<file path="src/tec_pkg.sv">
// Purpose: shared constants of the thermal event config and trip register block
// Assumes: register pointer values come from the serial front end
// Notes:   trip values align with the temperature word, bit 2 is 0.25 degC
package tec_pkg;

    // register pointers
    localparam logic [2:0] PTR_CONFIG      = 3'h1;
    localparam logic [2:0] PTR_ALARM_UPPER = 3'h2;
    localparam logic [2:0] PTR_ALARM_LOWER = 3'h3;
    localparam logic [2:0] PTR_CRITICAL    = 3'h4;
    localparam logic [2:0] PTR_TEMPERATURE = 3'h5;

    // configuration field positions
    localparam int CFG_EVENT_MODE   = 0;
    localparam int CFG_POLARITY     = 1;
    localparam int CFG_CRIT_ONLY    = 2;
    localparam int CFG_OUT_CONTROL  = 3;
    localparam int CFG_OUT_STATUS   = 4;
    localparam int CFG_CLEAR_EVENT  = 5;
    localparam int CFG_ALARM_LOCK   = 6;
    localparam int CFG_CRIT_LOCK    = 7;
    localparam int CFG_SHUTDOWN     = 8;
    localparam int CFG_HYST_LO      = 9;
    localparam int CFG_HYST_HI      = 10;

    // trip register layout: two's complement value in 12:2, rest reads zero
    localparam int THR_MSB = 12;
    localparam int THR_LSB = 2;
    localparam logic [15:0] THR_RESET = 16'h0000;

    // temperature word: trip status bits above the 13-bit value
    localparam int TEMP_MSB       = 12;
    localparam int TEMP_BELOW_BIT = 13;
    localparam int TEMP_ABOVE_BIT = 14;
    localparam int TEMP_CRIT_BIT  = 15;

    // hysteresis codes and widths in 0.0625 degC steps
    localparam logic [1:0]  HYST_OFF   = 2'h0;
    localparam logic [1:0]  HYST_1P5   = 2'h1;
    localparam logic [1:0]  HYST_3P0   = 2'h2;
    localparam logic [1:0]  HYST_6P0   = 2'h3;
    localparam logic [13:0] HYST_W_1P5 = 14'h0018;
    localparam logic [13:0] HYST_W_3P0 = 14'h0030;
    localparam logic [13:0] HYST_W_6P0 = 14'h0060;

endpackage : tec_pkg

</file>
<file path="src/tec_thr_reg.sv">
// Purpose: one lockable trip point register
// Assumes: wr_en is a one-cycle pulse from the register port
// Notes:   only bits 12:2 exist; everything else reads as zero
`timescale 1ns/10ps
module tec_thr_reg
(
    input  wire logic        clk_sys,
    input  wire logic        reset_n,
    input  wire logic        wr_en,
    input  wire logic        lock,
    input  wire logic [15:0] wdata,
    output logic      [15:0] value_q
);
    typedef struct packed
    {
        logic [tec_pkg::THR_MSB:tec_pkg::THR_LSB] thr;
    } tec_thr_state_t;

    tec_thr_state_t s_q;
    tec_thr_state_t s_d;

    always_comb
    begin
        s_d = s_q;
        // a set lock makes the trip point read-only
        if (wr_en && !lock)
        begin
            s_d.thr = wdata[tec_pkg::THR_MSB:tec_pkg::THR_LSB];
        end
    end

    always_ff @(posedge clk_sys)
    begin
        if (!reset_n)
        begin
            s_q <= tec_pkg::THR_RESET[tec_pkg::THR_MSB:tec_pkg::THR_LSB];
        end
        else
        begin
            s_q <= s_d;
        end
    end

    // reserved bits and the top three bits are not stored at all
    assign value_q = {3'h0, s_q.thr, 2'h0};

endmodule : tec_thr_reg

</file>
<file path="src/tec_event_regs.sv">
// Purpose: configuration, trip point registers and event pin control
// Assumes: register port and temperature input are on clk_sys
// Notes:   event pin is open drain; oe high means the pin is pulled low
//
// Overview of operation
// - status bit shows event pin being asserted
// - status bit ignores writes
// - clear write drops latched interrupt event
// - clear ignored in comparator mode, reads 0
// - critical condition keeps event, clear refused
// - alarm lock blocks alarm trip writes
// - critical lock blocks critical trip writes
// - locks stay set until reset
// - single write sets a lock
// - shutdown disables sensing and converter
// - no events during shutdown
// - locks refuse setting shutdown, clearing allowed
// - hysteresis codes off, 1.5, 3, 6 degC
// - three trip point registers
// - upper trip is two's complement, 0.25 degC
// - reserved trip bits read zero
// - comparisons use current trip values
// - trip cause readable in temperature word
// - event mode selects comparator or interrupt
// - polarity selects active low or high
// - output control enables the event pin
// - locks freeze mode, polarity, critical-only, control
`timescale 1ns/10ps
module tec_event_regs
(
    input  wire logic        clk_sys,
    input  wire logic        reset_n,
    input  wire logic        reg_wr_en,
    input  wire logic [2:0]  reg_ptr,
    input  wire logic [15:0] reg_wdata,
    output logic      [15:0] reg_rdata,
    input  wire logic        temp_valid,
    input  wire logic [12:0] temp_in,
    output logic             sensor_shutdown,
    output logic             event_pin_o,
    output logic             event_pin_oe
);
    typedef struct packed
    {
        logic        mode;
        logic        polarity;
        logic        crit_only;
        logic        out_en;
        logic        alarm_lock;
        logic        crit_lock;
        logic        shutdown;
        logic [1:0]  hyst;
        logic        above;
        logic        below;
        logic        crit;
        logic        cond_prev;
        logic        latched;
        logic        ev;
        logic [12:0] temp;
        logic [15:0] rdata;
    } tec_state_t;

    tec_state_t s_q;
    tec_state_t s_d;

    logic [15:0]        upper_q;
    logic [15:0]        lower_q;
    logic [15:0]        crit_thr_q;
    logic               wr_cfg;
    logic               any_lock;
    logic               cond;
    logic               rise;
    logic               clear_req;
    logic signed [13:0] t_s;
    logic signed [13:0] up_s;
    logic signed [13:0] lo_s;
    logic signed [13:0] cr_s;
    logic signed [13:0] hw_s;
    logic [13:0]        hyst_w;

    assign wr_cfg   = reg_wr_en && (reg_ptr == tec_pkg::PTR_CONFIG);
    assign any_lock = s_q.alarm_lock || s_q.crit_lock;

    // upper, lower and critical trip points
    // alarm lock guards both alarm boundaries
    tec_thr_reg u_upper
    (
        .clk_sys (clk_sys),
        .reset_n (reset_n),
        .wr_en   (reg_wr_en && (reg_ptr == tec_pkg::PTR_ALARM_UPPER)),
        .lock    (s_q.alarm_lock),
        .wdata   (reg_wdata),
        .value_q (upper_q)
    );

    tec_thr_reg u_lower
    (
        .clk_sys (clk_sys),
        .reset_n (reset_n),
        .wr_en   (reg_wr_en && (reg_ptr == tec_pkg::PTR_ALARM_LOWER)),
        .lock    (s_q.alarm_lock),
        .wdata   (reg_wdata),
        .value_q (lower_q)
    );

    // critical lock guards the critical trip point
    tec_thr_reg u_crit
    (
        .clk_sys (clk_sys),
        .reset_n (reset_n),
        .wr_en   (reg_wr_en && (reg_ptr == tec_pkg::PTR_CRITICAL)),
        .lock    (s_q.crit_lock),
        .wdata   (reg_wdata),
        .value_q (crit_thr_q)
    );

    always_comb
    begin
        unique case (s_q.hyst)
            tec_pkg::HYST_OFF: hyst_w = 14'h0000;
            tec_pkg::HYST_1P5: hyst_w = tec_pkg::HYST_W_1P5;
            tec_pkg::HYST_3P0: hyst_w = tec_pkg::HYST_W_3P0;
            tec_pkg::HYST_6P0: hyst_w = tec_pkg::HYST_W_6P0;
        endcase
    end

    // trip bits 12:0 line up with the temperature word, so compare directly
    assign t_s  = $signed({temp_in[tec_pkg::TEMP_MSB], temp_in});
    assign up_s = $signed({upper_q[tec_pkg::THR_MSB], upper_q[tec_pkg::THR_MSB:0]});
    assign lo_s = $signed({lower_q[tec_pkg::THR_MSB], lower_q[tec_pkg::THR_MSB:0]});
    assign cr_s = $signed({crit_thr_q[tec_pkg::THR_MSB], crit_thr_q[tec_pkg::THR_MSB:0]});
    assign hw_s = $signed(hyst_w);

    // critical-only narrows the event to the critical trip
    assign cond      = s_q.crit_only ? s_q.crit : (s_q.above || s_q.below || s_q.crit);
    assign rise      = cond && !s_q.cond_prev;
    assign clear_req = wr_cfg && reg_wdata[tec_pkg::CFG_CLEAR_EVENT];

    always_comb
    begin
        s_d = s_q;

        if (wr_cfg)
        begin
            if (!any_lock)
            begin
                s_d.mode      = reg_wdata[tec_pkg::CFG_EVENT_MODE];
                s_d.polarity  = reg_wdata[tec_pkg::CFG_POLARITY];
                s_d.crit_only = reg_wdata[tec_pkg::CFG_CRIT_ONLY];
                s_d.out_en    = reg_wdata[tec_pkg::CFG_OUT_CONTROL];
            end
            s_d.hyst = reg_wdata[tec_pkg::CFG_HYST_HI:tec_pkg::CFG_HYST_LO];
            // one write of 1 sets a lock
            s_d.alarm_lock = s_q.alarm_lock || reg_wdata[tec_pkg::CFG_ALARM_LOCK];
            s_d.crit_lock  = s_q.crit_lock || reg_wdata[tec_pkg::CFG_CRIT_LOCK];
            // setting refused while locked, clearing always taken
            if (!reg_wdata[tec_pkg::CFG_SHUTDOWN])
            begin
                s_d.shutdown = 1'b0;
            end
            else if (!any_lock)
            begin
                s_d.shutdown = 1'b1;
            end
        end

        // every sample taken outside shutdown is checked against the trip values held now
        if (temp_valid && !s_q.shutdown)
        begin
            s_d.temp = temp_in;
            // trips fall back only once past the hysteresis band
            if (t_s > up_s)
            begin
                s_d.above = 1'b1;
            end
            else if (t_s <= up_s - hw_s)
            begin
                s_d.above = 1'b0;
            end
            if (t_s < lo_s)
            begin
                s_d.below = 1'b1;
            end
            else if (t_s >= lo_s + hw_s)
            begin
                s_d.below = 1'b0;
            end
            if (t_s >= cr_s)
            begin
                s_d.crit = 1'b1;
            end
            else if (t_s < cr_s - hw_s)
            begin
                s_d.crit = 1'b0;
            end
        end

        s_d.cond_prev = cond;

        // clear drops the interrupt latch; a new edge the same cycle wins
        // in comparator mode the clear bit does nothing
        // an active critical trip cannot be cleared
        if (s_q.mode && clear_req && !s_q.crit)
        begin
            s_d.latched = 1'b0;
        end
        if (s_q.mode && rise)
        begin
            s_d.latched = 1'b1;
        end

        // nothing can raise an event during shutdown
        if (s_q.shutdown)
        begin
            s_d.above   = 1'b0;
            s_d.below   = 1'b0;
            s_d.crit    = 1'b0;
            s_d.latched = 1'b0;
        end
        if (!s_q.mode)
        begin
            s_d.latched = 1'b0;
        end

        // comparator follows the condition, interrupt follows the latch
        // nothing leaves the pin unless output control is on
        s_d.ev = s_q.out_en && !s_q.shutdown && (s_q.mode ? s_q.latched : cond);

        // read data; status is derived, never stored from a write
        s_d.rdata = 16'h0000;
        unique case (reg_ptr)
            tec_pkg::PTR_CONFIG:
            begin
                s_d.rdata[tec_pkg::CFG_EVENT_MODE]  = s_q.mode;
                s_d.rdata[tec_pkg::CFG_POLARITY]    = s_q.polarity;
                s_d.rdata[tec_pkg::CFG_CRIT_ONLY]   = s_q.crit_only;
                s_d.rdata[tec_pkg::CFG_OUT_CONTROL] = s_q.out_en;
                s_d.rdata[tec_pkg::CFG_OUT_STATUS]  = s_q.ev;
                s_d.rdata[tec_pkg::CFG_ALARM_LOCK]  = s_q.alarm_lock;
                s_d.rdata[tec_pkg::CFG_CRIT_LOCK]   = s_q.crit_lock;
                s_d.rdata[tec_pkg::CFG_SHUTDOWN]    = s_q.shutdown;
                s_d.rdata[tec_pkg::CFG_HYST_HI:tec_pkg::CFG_HYST_LO] = s_q.hyst;
            end
            // reserved and top bits come back as zero from the trip registers
            tec_pkg::PTR_ALARM_UPPER: s_d.rdata = upper_q;
            tec_pkg::PTR_ALARM_LOWER: s_d.rdata = lower_q;
            tec_pkg::PTR_CRITICAL:    s_d.rdata = crit_thr_q;
            // trip cause sits above the temperature value
            tec_pkg::PTR_TEMPERATURE:
            begin
                s_d.rdata[tec_pkg::TEMP_MSB:0]      = s_q.temp;
                s_d.rdata[tec_pkg::TEMP_BELOW_BIT] = s_q.below;
                s_d.rdata[tec_pkg::TEMP_ABOVE_BIT] = s_q.above;
                s_d.rdata[tec_pkg::TEMP_CRIT_BIT]  = s_q.crit;
            end
            default: s_d.rdata = 16'h0000;
        endcase
    end

    always_ff @(posedge clk_sys)
    begin
        if (!reset_n)
        begin
            s_q <= '0;
        end
        else
        begin
            s_q <= s_d;
        end
    end

    assign reg_rdata       = s_q.rdata;
    assign sensor_shutdown = s_q.shutdown;
    // open drain pulls low for an active-low event or an idle active-high pin
    assign event_pin_o  = 1'b0;
    assign event_pin_oe = s_q.ev ^ s_q.polarity;
endmodule : tec_event_regs

</file>
<file path="config.mk">
export PLATFORM = sky130hd
export DESIGN_NAME = tec_event_regs
export DESIGN_NICKNAME = d
export VERILOG_FILES = /design/src/tec_pkg.sv /design/src/tec_thr_reg.sv /design/src/tec_event_regs.sv
export SDC_FILE = /design/constraint.sdc
export NUM_CORES = 1
export LEC_CHECK = 0
export ABC_AREA = 1
export BUFFER_PORTS_ARGS = -buffer_cell sky130_fd_sc_hd__buf_2
export CAP_MARGIN = 20
export CELL_PAD_IN_SITES_DETAIL_PLACEMENT = 1
export CELL_PAD_IN_SITES_GLOBAL_PLACEMENT = 1
export CORE_UTILIZATION = 45
export CTS_CLUSTER_SIZE = 25
export DETAILED_ROUTE_END_ITERATION = 16
export HOLD_SLACK_MARGIN = 0.03
export PLACE_DENSITY = 0.83
export SKIP_CTS_REPAIR_TIMING = 1
export SYNTH_ARGS = -nofsm -noshare
export SYNTH_HDL_FRONTEND = slang
export SYNTH_SLANG_ARGS = --single-unit
</file>
<file path="constraint.sdc">
create_clock -name clk_sys -period 10.09 [get_ports clk_sys]
set_input_delay 0.5045 -clock clk_sys [delete_from_list [all_inputs] [get_ports clk_sys]]
set_output_delay 0.5045 -clock clk_sys [all_outputs]
set_load 0.01 [all_outputs]
</file>
==> flow_metrics.py <==
metrics = {
    "run_status": {
        "status": "finished, violations left",
        "violations": "design-rule violations",
    },
    "die": {
        "core_region_area_um2": 11600,
        "fp.dieArea_um2": 12600,
        "rows": 39,
        "start_util_pct": 47.1,
        "fp.dieH_um": 112,
        "io_pins": 55,
        "die_w_um": 112,
    },
    "cts": {
        "cts_root_buffer": "clkbuf_16",
        "cts_tree": "done",
        "numClockSinks": 77,
        "clock_path_buffers": 2,
        "insertion_delay_ps": 340,
        "htree_levels": 3,
        "clkTransAtPathRegs_ps": 60,
        "numCtsBuffers": 9,
    },
    "timing": {
        "tightest_slew_ps": 961,
        "finClkSkew_ps": 4.72,
        "min_period_ps": 4000,
        "finalCritPeriodShare_pct": 39.7,
        "slew_headroom_pct": 35.9,
        "rsz0062_at_grt": "no",
        "tns_ps": 0,
        "fmax_ghz": 0.250,
        "fin_ws_ps": 6090,
        "hold-worst-slack_ps": 397,
        "finalSetupViolations": 0,
        "final_hold_viol_count": 0,
        "slew_violations": 0,
    },
    "worst_setup_path": {
        "crit_top_cell": "nand2_1",
        "crit_path_end_kind": "flip-flop",
        "critPathMaxStageDelay_ps": 490,
        "arrival_ps": 4270,
        "cp_num_cells": 20,
        "cpLargestDelayFamily": "simple AND/OR/NAND/NOR gates",
        "startpoint_type": "flip-flop",
        "cp_slowest_cell": "nor4_1",
        "cp_max_fo": 4,
        "cp.required_ps": 10360,
        "rr_worst_depth": 20,
        "worst-path-buf-inv": 3,
        "worstSetupPathType": "reg2reg",
        "crit_path_cell_trace": "inv_1, ha_1, inv_1, fa_1, nand2_1, a21oi_1, nor4_1, nand3_1, o21ai_0, inv_1, ha_1, nand2_1, nor2_1, and2_1, nand2_1, nand3_1, nand2_1, nand3_1, nand2_1, a21oi_1",
    },
    "global_route": {
        "overflow": 0,
        "antenna_found_initial": 0,
        "grtUsageTotal_pct": 29.0,
        "grt_max_degree": 56,
        "grt_first_pass_wirelength_um": 28100,
        "grt_pass1_vias": 5460,
    },
    "logic_synthesis": {
        "synth_largest_area_cell": "dfxtp_1",
        "async_reset_ff_share_pct": 0,
        "yosysUniqueCellTypes": 44,
        "synth_seq_cells": 77,
        "synth_edf_count": 0,
        "synth_flop_cell": "dfxtp_1",
        "avgSynthCellArea_um2": 7.41,
        "syn_area_um2": 5470,
        "yosysSeqAreaShare_pct": 28.2,
        "yosys-top-cells-area": "dfxtp_1 28%, ha_1 19%, nand2_1 7.4%",
        "synth_nets": 860,
        "synth_top_area_share_pct": 28.2,
        "yosysWarnings": 0,
        "synth_cells": 738,
    },
    "min_path": {
        "min_path_type": "in2reg",
        "whs_path_depth": 3,
    },
    "drt": {
        "vias_per_cell": 5.70,
        "wl_um": 17600,
        "num_vias": 5213,
        "ant_nets": 0,
        "drtPass1Iterations": 11,
        "post-route-drc-count": 2,
        "drt_iter0_markers": 248,
        "wl_per_cell_um": 19.3,
    },
    "placed_design": {
        "dp_slack_ps": 6160,
        "gp_congestion": 0.862,
        "post-place-cells": 898,
        "io_buffers": 50,
        "placed_area_um2": 5690,
        "hpwlAfterDp_um": 13500,
    },
    "pwr": {
        "finalPower_mw": 0.880,
        "p_int_mw": 0.606,
        "p_comb_share_pct": 22.3,
        "p_switching_mw": 0.274,
        "p_leak_nw": 2.76,
        "powerDensity_nw_per_um2": 146,
        "ir_worst_vdd_uv": 83.6,
        "swShare_pct": 31.1,
        "p_seq_share_pct": 37.2,
        "clock_power_share_pct": 40.5,
    },
    "finish": {
        "fin_util_pct": 51.8,
        "drive_above_1_share_pct": 11.9,
        "final_area_um2": 6020,
        "fill_cells": 1502,
        "instances_no_fill": 914,
        "syn2layout_area_growth_pct": 10.0,
        "antenna_cells": 0,
        "layout.nets": 888,
    },
    "job": {
        "maxCapViolCount": 0,
    },
}
cell usage after synthesis (3+ instances only):
cell      number
o21ai_1        6
buf_4         17
o21ai_0       56
xor2_1        19
nand4_1       11
buf_2          4
dfxtp_1       77
nor3_1         5
a221oi_1       7
inv_2          6
inv_1         97
nand2_1      108
a21oi_1       76
a21oi_2        4
xnor2_1        3
and2_1         3
clkbuf_1      10
nor2_1        72
nor3_2         5
o22ai_1       11
ha_1          83
o21ai_2        4
fa_1           3
nand3_1       24
a211oi_1       3
registers in the layout, indices dropped and copies added (netlist names):
register	count
u_lower.s_q	11
s_q	27
u_crit.s_q	11
u_upper.s_q	11
sensor_shutdown	1
reg_rdata	16
layer usage:
metal	track usage (%)	part of all wire (%)	vias to the layer above
met5	0	0	-
met2	52.0	49	139
met3	4.32	4.2	51
li1	-	-	2508
met1	34.7	43	2515
met4	11.7	3.5	0
final cells by class:
| cell class | count | area [um^2] | share of cell area [%] |
|---|---|---|---|
| Multi-Input combinational cell | 522 | 3320 | 55.2 |
| Sequential cell | 77 | 1540 | 25.6 |
| Inverter | 105 | 394 | 6.55 |
| Timing Repair Buffer | 51 | 258 | 4.28 |
| Clock buffer | 9 | 225 | 3.74 |
| Tap cell | 143 | 179 | 2.97 |
| Clock inverter | 7 | 100 | 1.66 |
final timing paths:
| check | start | slack [ps] | endpoint |
|---|---|---|---|
| worst max-delay path | s_q[36] | 6090 | s_q[32] |
| worst min-delay path | reg_wdata[1] | 400 | s_q[42] |
| worst max register to register | s_q[36] | 6090 | s_q[32] |
| worst min register to register | s_q[33] | 470 | reg_rdata[13] |
worst register-to-register path: cells and delay by family (launching register included):
family,cells,cell delay (ps)
fa+ha+maj,3,1220
simple gates,11,1570
compound gates,3,410
flops,1,390
buf+inv,3,330
cells in the final DEF, fill, tap and decap left out, drive strengths merged:
| master | instances |
|---|---|
| a211oi | 4 |
| a21o | 2 |
| a21oi | 80 |
| a221oi | 7 |
| a22o | 1 |
| a22oi | 2 |
| and2 | 3 |
| buf | 51 |
| bufinv | 2 |
| clkbuf | 9 |
| clkinv | 4 |
| clkinvlp | 3 |
| conb | 1 |
| dfxtp | 77 |
| fa | 3 |
| ha | 83 |
| inv | 103 |
| nand2 | 108 |
| nand3 | 25 |
| nand3b | 1 |
| nand4 | 11 |
| nor2 | 73 |
| nor3 | 11 |
| nor4 | 1 |
| o2111ai | 1 |
| o211ai | 1 |
| o21a | 2 |
| o21ai | 66 |
| o21ba | 1 |
| o221ai | 1 |
| o22ai | 11 |
| or2 | 1 |
| xnor2 | 3 |
| xor2 | 19 |
kinds of logic after synthesis:
group | after synthesis | synth area share [%]
flops | 77 | 28.2
xor+xnor | 22 | 3.52
compound gates | 179 | 18.6
other cells | 1 | 0.0686
fa+ha+maj | 86 | 20.1
buf+inv | 139 | 11.1
simple gates | 234 | 18.5
power by group through the flow:
stage / clock (mW) / combinational, mW / sequential [mW]
6_report: 0.357 / 0.196 / 0.327
5_1_grt: 0.369 / 0.223 / 0.328
4_1_cts: 0.357 / 0.196 / 0.327
3_5_place_dp: 0 / 0.192 / 0.333
3_3_place_gp: 0 / 0.179 / 0.332
2_1_floorplan: 0 / 0.133 / 0.330
No activity file was read; power rests on OpenSTA's default activity.
